`config.mk`:
```
export PLATFORM = sky130hd
export DESIGN_NAME = usb_endpoint_mode_responder
export DESIGN_NICKNAME = d
export VERILOG_FILES = /design/src/logic/usb_ep_pkg.sv /design/src/logic/ep_mode_decoder.sv /design/src/logic/usb_endpoint_mode_responder.sv
export VERILOG_INCLUDE_DIRS = /design/src /design/src/logic
export SDC_FILE = /design/constraint.sdc
export NUM_CORES = 1
export LEC_CHECK = 0
export BUFFER_PORTS_ARGS = -buffer_cell sky130_fd_sc_hd__buf_2
export CAP_MARGIN = 15
export CORE_MARGIN = 5
export CORE_UTILIZATION = 42
export DETAILED_ROUTE_END_ITERATION = 7
export MAX_ROUTING_LAYER = met4
export PLACE_DENSITY = 0.82
export SYNTH_ARGS = -nofsm -noshare
export SYNTH_HDL_FRONTEND = slang
export SYNTH_SLANG_ARGS = --single-unit
```
`constraint.sdc`:
```
create_clock -name clk -period 2.6 [get_ports clk]
set_clock_uncertainty 0.1 [all_clocks]
set_input_delay 0.13 -clock clk [delete_from_list [all_inputs] [get_ports clk]]
set_output_delay 0.13 -clock clk [all_outputs]
set_load 0.05 [all_outputs]
```
`src/logic/usb_ep_consts.svh`:
```
// constants for the endpoint token responder
`ifndef USB_EP_CONSTS_SVH
`define USB_EP_CONSTS_SVH
`define UEP_MODE_ADDR 8'h00
`define UEP_COUNT_ADDR 8'h04
`define UEP_STATUS_ADDR 8'h08
`define UEP_MODE_LSB 0
`define UEP_CTRL_BIT 4
`define UEP_STALL_BIT 7
`define UEP_COUNT_LSB 0
`define UEP_ST_SETUP_BIT 0
`define UEP_ST_IN_BIT 1
`define UEP_ST_OUT_BIT 2
`define UEP_ST_ACK_BIT 3
`define UEP_ST_RESP_LSB 4
`define UEP_MODE_RST 4'h0
`define UEP_COUNT_RST 4'h0
`define UEP_SETUP_MAX_LEN 5'h0A
`endif

```
`src/logic/usb_ep_pkg.sv`:
```
// types shared by the endpoint token responder
`default_nettype none
package usb_ep_pkg;
  typedef enum logic [1:0] {
    TOK_SETUP = 2'h0,
    TOK_IN = 2'h1,
    TOK_OUT = 2'h2
  } token_kind_t;
  typedef enum logic [2:0] {
    RESP_NONE = 3'h0,
    RESP_ACK = 3'h1,
    RESP_NAK = 3'h2,
    RESP_STALL = 3'h3,
    RESP_TX_ZERO = 3'h4,
    RESP_TX_COUNT = 3'h5,
    RESP_TAKE = 3'h6
  } resp_kind_t;
  typedef enum logic [3:0] {
    MODE_DISABLE = 4'h0,
    MODE_NAK_INOUT = 4'h1,
    MODE_STATUS_OUT = 4'h2,
    MODE_STALL_INOUT = 4'h3,
    MODE_IGNORE_INOUT = 4'h4,
    MODE_ISO_OUT = 4'h5,
    MODE_STATUS_IN = 4'h6,
    MODE_ISO_IN = 4'h7,
    MODE_NAK_OUT = 4'h8,
    MODE_ACK_OUT = 4'h9,
    MODE_NAK_OUT_STIN = 4'hA,
    MODE_ACK_OUT_STIN = 4'hB,
    MODE_NAK_IN = 4'hC,
    MODE_ACK_IN = 4'hD,
    MODE_NAK_IN_STOUT = 4'hE,
    MODE_ACK_IN_STOUT = 4'hF
  } ep_mode_t;
  typedef enum logic {
    ST_IDLE = 1'h0,
    ST_WAIT_HOST_ACK = 1'h1
  } in_state_t;
  typedef struct packed {
    logic valid;
    token_kind_t kind;
    logic crc_ok;
    logic data_toggle_flag;
    logic [4:0] length;
  } token_t;
  typedef struct packed {
    logic valid;
    resp_kind_t kind;
    logic [3:0] byte_count;
  } resp_t;
  typedef struct packed {
    logic psel;
    logic penable;
    logic pwrite;
    logic [31:0] paddr;
    logic [31:0] pwdata;
  } apb_req_t;
  typedef struct packed {
    logic pready;
    logic pslverr;
    logic [31:0] prdata;
  } apb_rsp_t;
endpackage : usb_ep_pkg
`default_nettype wire

```
`src/logic/ep_mode_decoder.sv`:
```
// combinational answer table for one token under one mode
`timescale 1ns/100ps
`default_nettype none
module ep_mode_decoder
(
  // mode and token
  input wire usb_ep_pkg::ep_mode_t mode,
  input wire logic stall,
  input wire usb_ep_pkg::token_kind_t kind,
  // packet checks
  input wire logic setup_ok,
  input wire logic status_ok,
  // answer
  output usb_ep_pkg::resp_kind_t resp
);
  typedef enum logic [2:0] {
    A_IGNORE, A_ACCEPT, A_NAK, A_STALL, A_CHECK, A_TX0, A_TXC, A_ALWAYS
  } act_t;

  act_t setup_act;
  act_t in_act;
  act_t out_act;
  act_t act;

  always_comb
  begin
    setup_act = A_IGNORE;
    in_act = A_IGNORE;
    out_act = A_IGNORE;
    case (mode)
      usb_ep_pkg::MODE_DISABLE:
      begin
        setup_act = A_IGNORE;
      end
      usb_ep_pkg::MODE_NAK_INOUT:
      begin
        setup_act = A_ACCEPT;
        in_act = A_NAK;
        out_act = A_NAK;
      end
      usb_ep_pkg::MODE_STATUS_OUT:
      begin
        setup_act = A_ACCEPT;
        in_act = A_STALL;
        out_act = A_CHECK;
      end
      usb_ep_pkg::MODE_STALL_INOUT:
      begin
        setup_act = A_ACCEPT;
        in_act = A_STALL;
        out_act = A_STALL;
      end
      usb_ep_pkg::MODE_IGNORE_INOUT:
      begin
        setup_act = A_ACCEPT;
      end
      usb_ep_pkg::MODE_ISO_OUT:
      begin
        out_act = A_ALWAYS;
      end
      usb_ep_pkg::MODE_STATUS_IN:
      begin
        setup_act = A_ACCEPT;
        in_act = A_TX0;
        out_act = A_STALL;
      end
      usb_ep_pkg::MODE_ISO_IN:
      begin
        in_act = A_TXC;
      end
      usb_ep_pkg::MODE_NAK_OUT:
      begin
        out_act = A_NAK;
      end
      usb_ep_pkg::MODE_ACK_OUT:
      begin
        out_act = stall ? A_STALL : A_ACCEPT;
      end
      usb_ep_pkg::MODE_NAK_OUT_STIN:
      begin
        setup_act = A_ACCEPT;
        in_act = A_TX0;
        out_act = A_NAK;
      end
      usb_ep_pkg::MODE_ACK_OUT_STIN:
      begin
        setup_act = A_ACCEPT;
        in_act = A_TX0;
        out_act = A_ACCEPT;
      end
      usb_ep_pkg::MODE_NAK_IN:
      begin
        in_act = A_NAK;
      end
      usb_ep_pkg::MODE_ACK_IN:
      begin
        in_act = stall ? A_STALL : A_TXC;
      end
      usb_ep_pkg::MODE_NAK_IN_STOUT:
      begin
        setup_act = A_ACCEPT;
        in_act = A_NAK;
        out_act = A_CHECK;
      end
      usb_ep_pkg::MODE_ACK_IN_STOUT:
      begin
        setup_act = A_ACCEPT;
        in_act = A_TXC;
        out_act = A_CHECK;
      end
      default:
      begin
        setup_act = A_IGNORE;
      end
    endcase
  end

  always_comb
  begin
    case (kind)
      usb_ep_pkg::TOK_SETUP: act = setup_act;
      usb_ep_pkg::TOK_IN: act = in_act;
      usb_ep_pkg::TOK_OUT: act = out_act;
      default: act = A_IGNORE;
    endcase
    case (act)
      // a damaged or oversized setup gets no handshake
      A_ACCEPT: resp = (kind != usb_ep_pkg::TOK_SETUP || setup_ok) ? usb_ep_pkg::RESP_ACK
                       : usb_ep_pkg::RESP_NONE;
      A_NAK: resp = usb_ep_pkg::RESP_NAK;
      A_STALL: resp = usb_ep_pkg::RESP_STALL;
      A_CHECK: resp = status_ok ? usb_ep_pkg::RESP_ACK : usb_ep_pkg::RESP_STALL;
      A_TX0: resp = usb_ep_pkg::RESP_TX_ZERO;
      A_TXC: resp = usb_ep_pkg::RESP_TX_COUNT;
      A_ALWAYS: resp = usb_ep_pkg::RESP_TAKE;
      default: resp = usb_ep_pkg::RESP_NONE;
    endcase
  end
endmodule : ep_mode_decoder
`default_nettype wire

```
`src/logic/usb_endpoint_mode_responder.sv`:
```
// endpoint token responder with apb mode/count/status registers
//
// Functional notes
// - mode comes from mode register bits 3..0
// - 0000 ignores setup, in and out
// - 0001 acks setup, naks in and out
// - control setup forces mode 0001 unless 0000
// - control modes 0010/0011/0100/0110 accept setup
// - 0101 always takes out; 0111 sends count
// - counted send uses count register bits 3..0
// - zero-length send carries no bytes
// - status check: zero length, toggle one
// - ignore means no handshake at all
// - accepted valid setup is answered with ack
// - 1001 acks out unless stalled, then 1000
// - 1000 naks out, ignores setup and in
// - 1011 acks out, then becomes 1010
// - 1010 accepts setup, zero in, naks out
// - 1101 sends count unless stalled, then 1100
// - 1100 naks in, ignores setup and out
// - 1111 sends count, checks out, then 1110
// - 1110 accepts setup, naks in, checks out
// - 1111 becomes 1110 after acked status out
//
// The APB register port and the placing of the registers were left to the implementer.
`timescale 1ns/100ps
`default_nettype none
`include "usb_ep_consts.svh"
module usb_endpoint_mode_responder
#(
  parameter int COUNT_W = 4
)
(
  // clock and reset
  input wire logic clk,
  input wire logic rst,
  // apb slave
  input wire usb_ep_pkg::apb_req_t apb_req,
  output usb_ep_pkg::apb_rsp_t apb_rsp,
  // decoded tokens from the serial engine
  input wire usb_ep_pkg::token_t token,
  input wire logic host_ack,
  // answer to the serial engine
  output usb_ep_pkg::resp_t resp
);
  ////////////////////////////////////////////////////////////////////////
  // register state

  logic [3:0] mode_ff;
  logic [3:0] nxt_mode;
  logic stall_ff;
  logic ctrl_ep_ff;
  logic [COUNT_W-1:0] count_ff;
  logic [3:0] status_ff;
  logic [3:0] nxt_status;
  usb_ep_pkg::resp_kind_t last_resp_ff;
  usb_ep_pkg::in_state_t in_state_ff;
  usb_ep_pkg::in_state_t nxt_in_state;
  usb_ep_pkg::resp_t resp_ff;
  usb_ep_pkg::resp_t nxt_resp;
  usb_ep_pkg::resp_kind_t dec_resp;
  logic [31:0] prdata_ff;
  logic pslverr_ff;

  ////////////////////////////////////////////////////////////////////////
  // apb decode

  logic wr_en;
  logic rd_en;
  logic [7:0] addr;
  logic hit;

  function automatic logic addr_mapped(input logic [7:0] a);
    addr_mapped = (a == `UEP_MODE_ADDR) || (a == `UEP_COUNT_ADDR) ||
                  (a == `UEP_STATUS_ADDR);
  endfunction : addr_mapped

  assign addr = apb_req.paddr[7:0];
  assign hit = addr_mapped(addr) && (apb_req.paddr[31:8] == 24'h000000);
  // zero wait states: every access completes in its first access cycle
  assign wr_en = apb_req.psel && apb_req.penable && apb_req.pwrite && hit;
  assign rd_en = apb_req.psel && apb_req.penable && !apb_req.pwrite;

  assign apb_rsp.pready = 1'b1;
  assign apb_rsp.pslverr = pslverr_ff;
  assign apb_rsp.prdata = prdata_ff;

  // error is presented combinationally in the access cycle
  always_comb
  begin
    pslverr_ff = apb_req.psel && apb_req.penable && !hit;
  end

  always_comb
  begin
    prdata_ff = 32'h00000000;
    if (rd_en && hit)
    begin
      case (addr)
        `UEP_MODE_ADDR:
        begin
          prdata_ff[`UEP_MODE_LSB +: 4] = mode_ff;
          prdata_ff[`UEP_CTRL_BIT] = ctrl_ep_ff;
          prdata_ff[`UEP_STALL_BIT] = stall_ff;
        end
        `UEP_COUNT_ADDR:
        begin
          prdata_ff[`UEP_COUNT_LSB +: COUNT_W] = count_ff;
        end
        `UEP_STATUS_ADDR:
        begin
          prdata_ff[3:0] = status_ff;
          prdata_ff[`UEP_ST_RESP_LSB +: 3] = last_resp_ff;
        end
        default:
        begin
          prdata_ff = 32'h00000000;
        end
      endcase
    end
  end

  ////////////////////////////////////////////////////////////////////////
  // packet checks and answer lookup

  logic setup_ok;
  logic status_ok;
  logic tok_setup;
  logic tok_in;
  logic tok_out;

  assign tok_setup = token.valid && (token.kind == usb_ep_pkg::TOK_SETUP);
  assign tok_in = token.valid && (token.kind == usb_ep_pkg::TOK_IN);
  assign tok_out = token.valid && (token.kind == usb_ep_pkg::TOK_OUT);
  assign setup_ok = token.crc_ok && (token.length <= `UEP_SETUP_MAX_LEN);
  assign status_ok = token.crc_ok && (token.length == 5'h00) &&
                     token.data_toggle_flag;

  ep_mode_decoder u_decoder
  (
    .mode(usb_ep_pkg::ep_mode_t'(mode_ff)),
    .stall(stall_ff),
    .kind(token.kind),
    .setup_ok(setup_ok),
    .status_ok(status_ok),
    .resp(dec_resp)
  );

  ////////////////////////////////////////////////////////////////////////
  // automatic mode changes

  logic out_acked;
  logic in_acked;

  assign out_acked = tok_out && (dec_resp == usb_ep_pkg::RESP_ACK);
  assign in_acked = host_ack && (in_state_ff == usb_ep_pkg::ST_WAIT_HOST_ACK) &&
                    !token.valid;

  // hardware changes win over a firmware write in the same cycle, so
  // a transaction already answered is never lost to a late re-arm
  always_comb
  begin
    nxt_mode = mode_ff;
    if (wr_en && addr == `UEP_MODE_ADDR)
    begin
      nxt_mode = apb_req.pwdata[`UEP_MODE_LSB +: 4];
    end
    if (tok_setup && ctrl_ep_ff && mode_ff != usb_ep_pkg::MODE_DISABLE)
    begin
      nxt_mode = usb_ep_pkg::MODE_NAK_INOUT;
    end
    else if (out_acked)
    begin
      case (mode_ff)
        usb_ep_pkg::MODE_ACK_OUT: nxt_mode = usb_ep_pkg::MODE_NAK_OUT;
        usb_ep_pkg::MODE_ACK_OUT_STIN: nxt_mode = usb_ep_pkg::MODE_NAK_OUT_STIN;
        usb_ep_pkg::MODE_ACK_IN_STOUT: nxt_mode = usb_ep_pkg::MODE_NAK_IN_STOUT;
        default: nxt_mode = nxt_mode;
      endcase
    end
    else if (in_acked)
    begin
      case (mode_ff)
        usb_ep_pkg::MODE_ACK_IN: nxt_mode = usb_ep_pkg::MODE_NAK_IN;
        usb_ep_pkg::MODE_ACK_IN_STOUT: nxt_mode = usb_ep_pkg::MODE_NAK_IN_STOUT;
        default: nxt_mode = nxt_mode;
      endcase
    end
  end

  always_ff @(posedge clk)
  begin
    if (rst)
    begin
      mode_ff <= `UEP_MODE_RST;
    end
    else
    begin
      mode_ff <= nxt_mode;
    end
  end

  ////////////////////////////////////////////////////////////////////////
  // stall, control flag and byte count

  always_ff @(posedge clk)
  begin
    if (rst)
    begin
      stall_ff <= 1'b0;
      ctrl_ep_ff <= 1'b0;
    end
    else if (wr_en && addr == `UEP_MODE_ADDR)
    begin
      stall_ff <= apb_req.pwdata[`UEP_STALL_BIT];
      ctrl_ep_ff <= apb_req.pwdata[`UEP_CTRL_BIT];
    end
  end

  always_ff @(posedge clk)
  begin
    if (rst)
    begin
      count_ff <= COUNT_W'(`UEP_COUNT_RST);
    end
    else if (wr_en && addr == `UEP_COUNT_ADDR)
    begin
      count_ff <= apb_req.pwdata[`UEP_COUNT_LSB +: COUNT_W];
    end
  end

  ////////////////////////////////////////////////////////////////////////
  // waiting for the host handshake after counted data

  always_comb
  begin
    nxt_in_state = in_state_ff;
    case (in_state_ff)
      usb_ep_pkg::ST_IDLE:
      begin
        if (tok_in && dec_resp == usb_ep_pkg::RESP_TX_COUNT)
        begin
          nxt_in_state = usb_ep_pkg::ST_WAIT_HOST_ACK;
        end
      end
      usb_ep_pkg::ST_WAIT_HOST_ACK:
      begin
        // a new token means the host never acked; drop the wait
        if (host_ack || token.valid)
        begin
          nxt_in_state = (tok_in && dec_resp == usb_ep_pkg::RESP_TX_COUNT)
                         ? usb_ep_pkg::ST_WAIT_HOST_ACK : usb_ep_pkg::ST_IDLE;
        end
      end
      default:
      begin
        nxt_in_state = usb_ep_pkg::ST_IDLE;
      end
    endcase
  end

  always_ff @(posedge clk)
  begin
    if (rst)
    begin
      in_state_ff <= usb_ep_pkg::ST_IDLE;
    end
    else
    begin
      in_state_ff <= nxt_in_state;
    end
  end

  ////////////////////////////////////////////////////////////////////////
  // answer register

  always_comb
  begin
    nxt_resp.valid = token.valid && (dec_resp != usb_ep_pkg::RESP_NONE);
    nxt_resp.kind = token.valid ? dec_resp : usb_ep_pkg::RESP_NONE;
    nxt_resp.byte_count = (dec_resp == usb_ep_pkg::RESP_TX_COUNT)
                          ? 4'(count_ff) : 4'h0;
  end

  always_ff @(posedge clk)
  begin
    if (rst)
    begin
      resp_ff <= '0;
    end
    else
    begin
      resp_ff <= nxt_resp;
    end
  end

  assign resp = resp_ff;

  ////////////////////////////////////////////////////////////////////////
  // sticky traffic status, write one to clear, set wins

  always_comb
  begin
    nxt_status = status_ff;
    if (wr_en && addr == `UEP_STATUS_ADDR)
    begin
      nxt_status = status_ff & ~apb_req.pwdata[3:0];
    end
    if (tok_setup && dec_resp != usb_ep_pkg::RESP_NONE)
    begin
      nxt_status[`UEP_ST_SETUP_BIT] = 1'b1;
    end
    if (tok_in && dec_resp != usb_ep_pkg::RESP_NONE)
    begin
      nxt_status[`UEP_ST_IN_BIT] = 1'b1;
    end
    if (tok_out && dec_resp != usb_ep_pkg::RESP_NONE)
    begin
      nxt_status[`UEP_ST_OUT_BIT] = 1'b1;
    end
    if ((token.valid && dec_resp == usb_ep_pkg::RESP_ACK) || in_acked)
    begin
      nxt_status[`UEP_ST_ACK_BIT] = 1'b1;
    end
  end

  always_ff @(posedge clk)
  begin
    if (rst)
    begin
      status_ff <= 4'h0;
      last_resp_ff <= usb_ep_pkg::RESP_NONE;
    end
    else
    begin
      status_ff <= nxt_status;
      if (token.valid)
      begin
        last_resp_ff <= dec_resp;
      end
    end
  end
endmodule : usb_endpoint_mode_responder
`default_nettype wire

```
==> flow_summary.yaml <==
outcome:
  status: "completed"
logic_synthesis:
  synth.distinct_cells: 57
  synth_edf_count: 0
  async_flop_share_pct: 0
  yosys.area.top_type: "dfxtp_1"
  syn_inst: 238
  ys_warn_count: 0
  avgSynthCellArea_sq_um: 7.84
  synth_seq_cells: 26
  yosysTopAreaCellShare_pct: 27.9
  synth_ff_type: "dfxtp_1"
  syn-cell-area_sq_mm: 0.00187
  yosys-top-cells-area: "dfxtp_1 28%, buf_4 11%, mux2i_1 7.0%, nor2_1 6.6%, a21oi_1 3.2%"
  ys_seq_area_share_pct: 27.9
sta:
  rsz0062_at_grt: "no"
  finalSetupViolCount: 0
  worstMarginPinSlew_ns: 0.485
  setup_slack_ns: 0.184
  fmax_ghz: 0.414
  finalCriticalPeriod_ns: 2.42
  hold_violations: 0
  min_period_over_period_pct: 92.9
  tns_ns: 0
  slew_headroom_pct: 67.2
  maxSlewViolCount: 0
grt:
  track_usage_pct: 15.4
  grt-ovfl-total: 0
  grt_max_degree: 17
  grt_pass1_vias: 1606
  grt_pass1_wl_um: 7400
  antenna_found_initial: 0
clock_tree:
  tritoncts: "built"
  clockRootBuffer: "clkbuf_8"
  clkTransAtPathRegs_ns: 0.09
  h-tree-depth: 1
  clk_path_buf_depth: 2
  clk_latency_ns: 0.27
  cts_sinks: 26
  cts_buffers: 3
worst_setup_path:
  r2r-start: "mode_ff[0]$_SDFF_PP0_"
  worstPathRequired_ns: 2.71
  r2r_cells: 7
  rr_endpoint: "mode_ff[0]$_SDFF_PP0_"
  crit_path_end_kind: "flop"
  worstSetupPathType: "flop to flop"
  critPathMaxFanout: 12
  r2r_slack_ns: 0.18
  crit_path_start_kind: "flop"
  arrival_ns: 2.52
power_and_ir_drop:
  peakVddDrop_uv: 281
  p_leak_nw: 1.10
  p_per_area_mw_per_mm2: 403
cells_and_area:
  stdcell_area_sq_mm: 0.00224
  stdcell_count: 356
  nets: 385
  diodes: 0
  layout_common_cells: "70 x buf_2, 33 x nor2_1, 25 x conb_1, 25 x dfxtp_1, 16 x nand2_1"
  seqCellArea_sq_um: 522
  drive_above_1_share_pct: 28.9
  synthToLayoutAreaGrowth_pct: 19.9
  n_fill_cell: 434
  multi_input_area_sq_mm: 0.00118
  final_common_cell: "buf_2"
worst_hold_path:
  min_to: "count_ff[3]$_SDFFE_PP0P_"
  holdCritStartpoint: "apb_req[3]"
  min_path_type: "input pin to flop"
  hold_depth: 3
place:
  post-place-ws_ns: 0.210
  port_buffers: 70
  gp_congestion: 0.919
  placedCellCount: 350
  hpwl_um: 3990
  dpl_cell_area_sq_mm: 0.00214
floorplanning:
  start_util_pct: 43.1
  num_rows: 24
  core_sq_mm: 0.00432
  die_area_sq_mm: 0.00587
  die_y_um: 76.6
  die_w_um: 76.6
  ios: 122
detailed_routing:
  viasPerCell: 5.24
  drtIter0Drc: 117
  drt-wirelength-per-cell_um: 13.6
  ant_nets: 0
  first_pass_iters: 4
  drc: 0
  vias: 1865
  finalWirelength_um: 4840
run:
  drv_cap: 0
==> logic make-up after synthesis <==
| kind of cell | Yosys count | synth area share (%) |
|---|---|---|
| AND/OR/NAND/NOR | 112 | 32.7 |
| AO/OA/AOI/OAI | 43 | 16.2 |
| buffers and inverters | 39 | 13.9 |
| flip-flops | 26 | 27.9 |
| multiplexers | 15 | 8.38 |
| other | 2 | 0.403 |
| adder cells (fa/ha/maj) | 1 | 0.537 |
==> worst max path at each step <==
stage / slack (ns) / end / start / cells past startpoint
after floorplan: 0.30 / apb_rsp[4] / apb_req[40] / 5
after global placement: 0.26 / mode_ff[0]$_SDFF_PP0_ / mode_ff[3]$_SDFF_PP0_ / 7
after detailed placement: 0.21 / mode_ff[0]$_SDFF_PP0_ / mode_ff[3]$_SDFF_PP0_ / 7
after CTS: 0.18 / mode_ff[0]$_SDFF_PP0_ / mode_ff[3]$_SDFF_PP0_ / 7
after global routing: 0.002 / mode_ff[1]$_SDFF_PP0_ / mode_ff[0]$_SDFF_PP0_ / 7
final: 0.18 / mode_ff[0]$_SDFF_PP0_ / mode_ff[0]$_SDFF_PP0_ / 7
==> flip-flops by register name, summed over array words and instances, names as in the netlist <==
signal        cells
count_ff          4
ctrl_ep_ff        1
in_state_ff       1
last_resp_ff      3
mode_ff           4
resp              8
stall_ff          1
status_ff         4
==> critical path: stages (launching register included) <==
cell      delay [ns]
dfxtp_1         0.59
and2_1          0.30
nand3b_1        0.11
a31oi_1         0.22
a31oi_2         0.13
and4_4          0.26
or4_1           0.49
a21oi_1         0.15
==> routing by layer <==
| layer | up-vias | wire length [um] | global-route usage, % |
|---|---|---|---|
| met2 | 57 | 2440 | 26.2 |
| li1 | 934 | - | - |
| met5 | - | 0 | - |
| met3 | 2 | 347 | 4.26 |
| met4 | 0 | 14 | 2.27 |
| met1 | 872 | 2040 | 18.4 |
==> power breakdown <==
| part | total (mW) | switching (mW) | internal (mW) |
|---|---|---|---|
| combinational | 0.170 | 0.125 | 0.0449 |
| clock | 0.333 | 0.127 | 0.206 |
| sequential | 0.399 | 0.000414 | 0.399 |
| total | 0.901 | 0.252 | 0.649 |
==> area by class of cell <==
type | instances | area share (%)
clock inverters | 1 | 1.34
well taps | 52 | 2.91
flip-flops and latches | 26 | 23.3
multi-input cells | 196 | 52.7
clock buffers | 3 | 1.85
inverters | 4 | 0.671
repair buffers | 74 | 17.2
==> synthesized netlist by cell type (2+ instances only) <==
cell type	number
a21oi_1	12
o21ai_0	2
clkbuf_1	4
a22oi_1	2
inv_1	2
mux2i_1	13
o21ai_1	2
nor3_1	6
o22ai_1	2
buf_4	27
nand3b_1	4
nor2_1	33
dfxtp_1	26
or2_1	2
nor2b_1	4
inv_2	2
nor4_1	9
nand3_1	4
nand4_1	2
buf_2	3
o211ai_1	2
nand2b_1	7
and2_1	5
a31oi_1	2
nor4_2	2
a21o_1	4
a211oi_1	3
and3_1	6
and2b_1	2
nand2_1	16
conb_1	2
==> per-stage QoR <==
step,hold WS (ns),power (mW),util (%)
after floorplan,0.0991,0.553,-
after global placement,0.262,0.572,49.6
after detailed placement,0.279,0.574,49.6
after CTS,0.0446,0.905,51.7
after global routing,0.0525,0.933,51.7
final,0.0476,0.901,51.7
==> repair_timing <==
action / CTS / global route
resized for setup: 0 / 1
endpoints found under the setup margin: 0 / 1
hold endpoints to repair: 2 / 0
setup buffers: 0 / 0
hold buffers: 2 / 0
(Power assumes the default switching activity.)
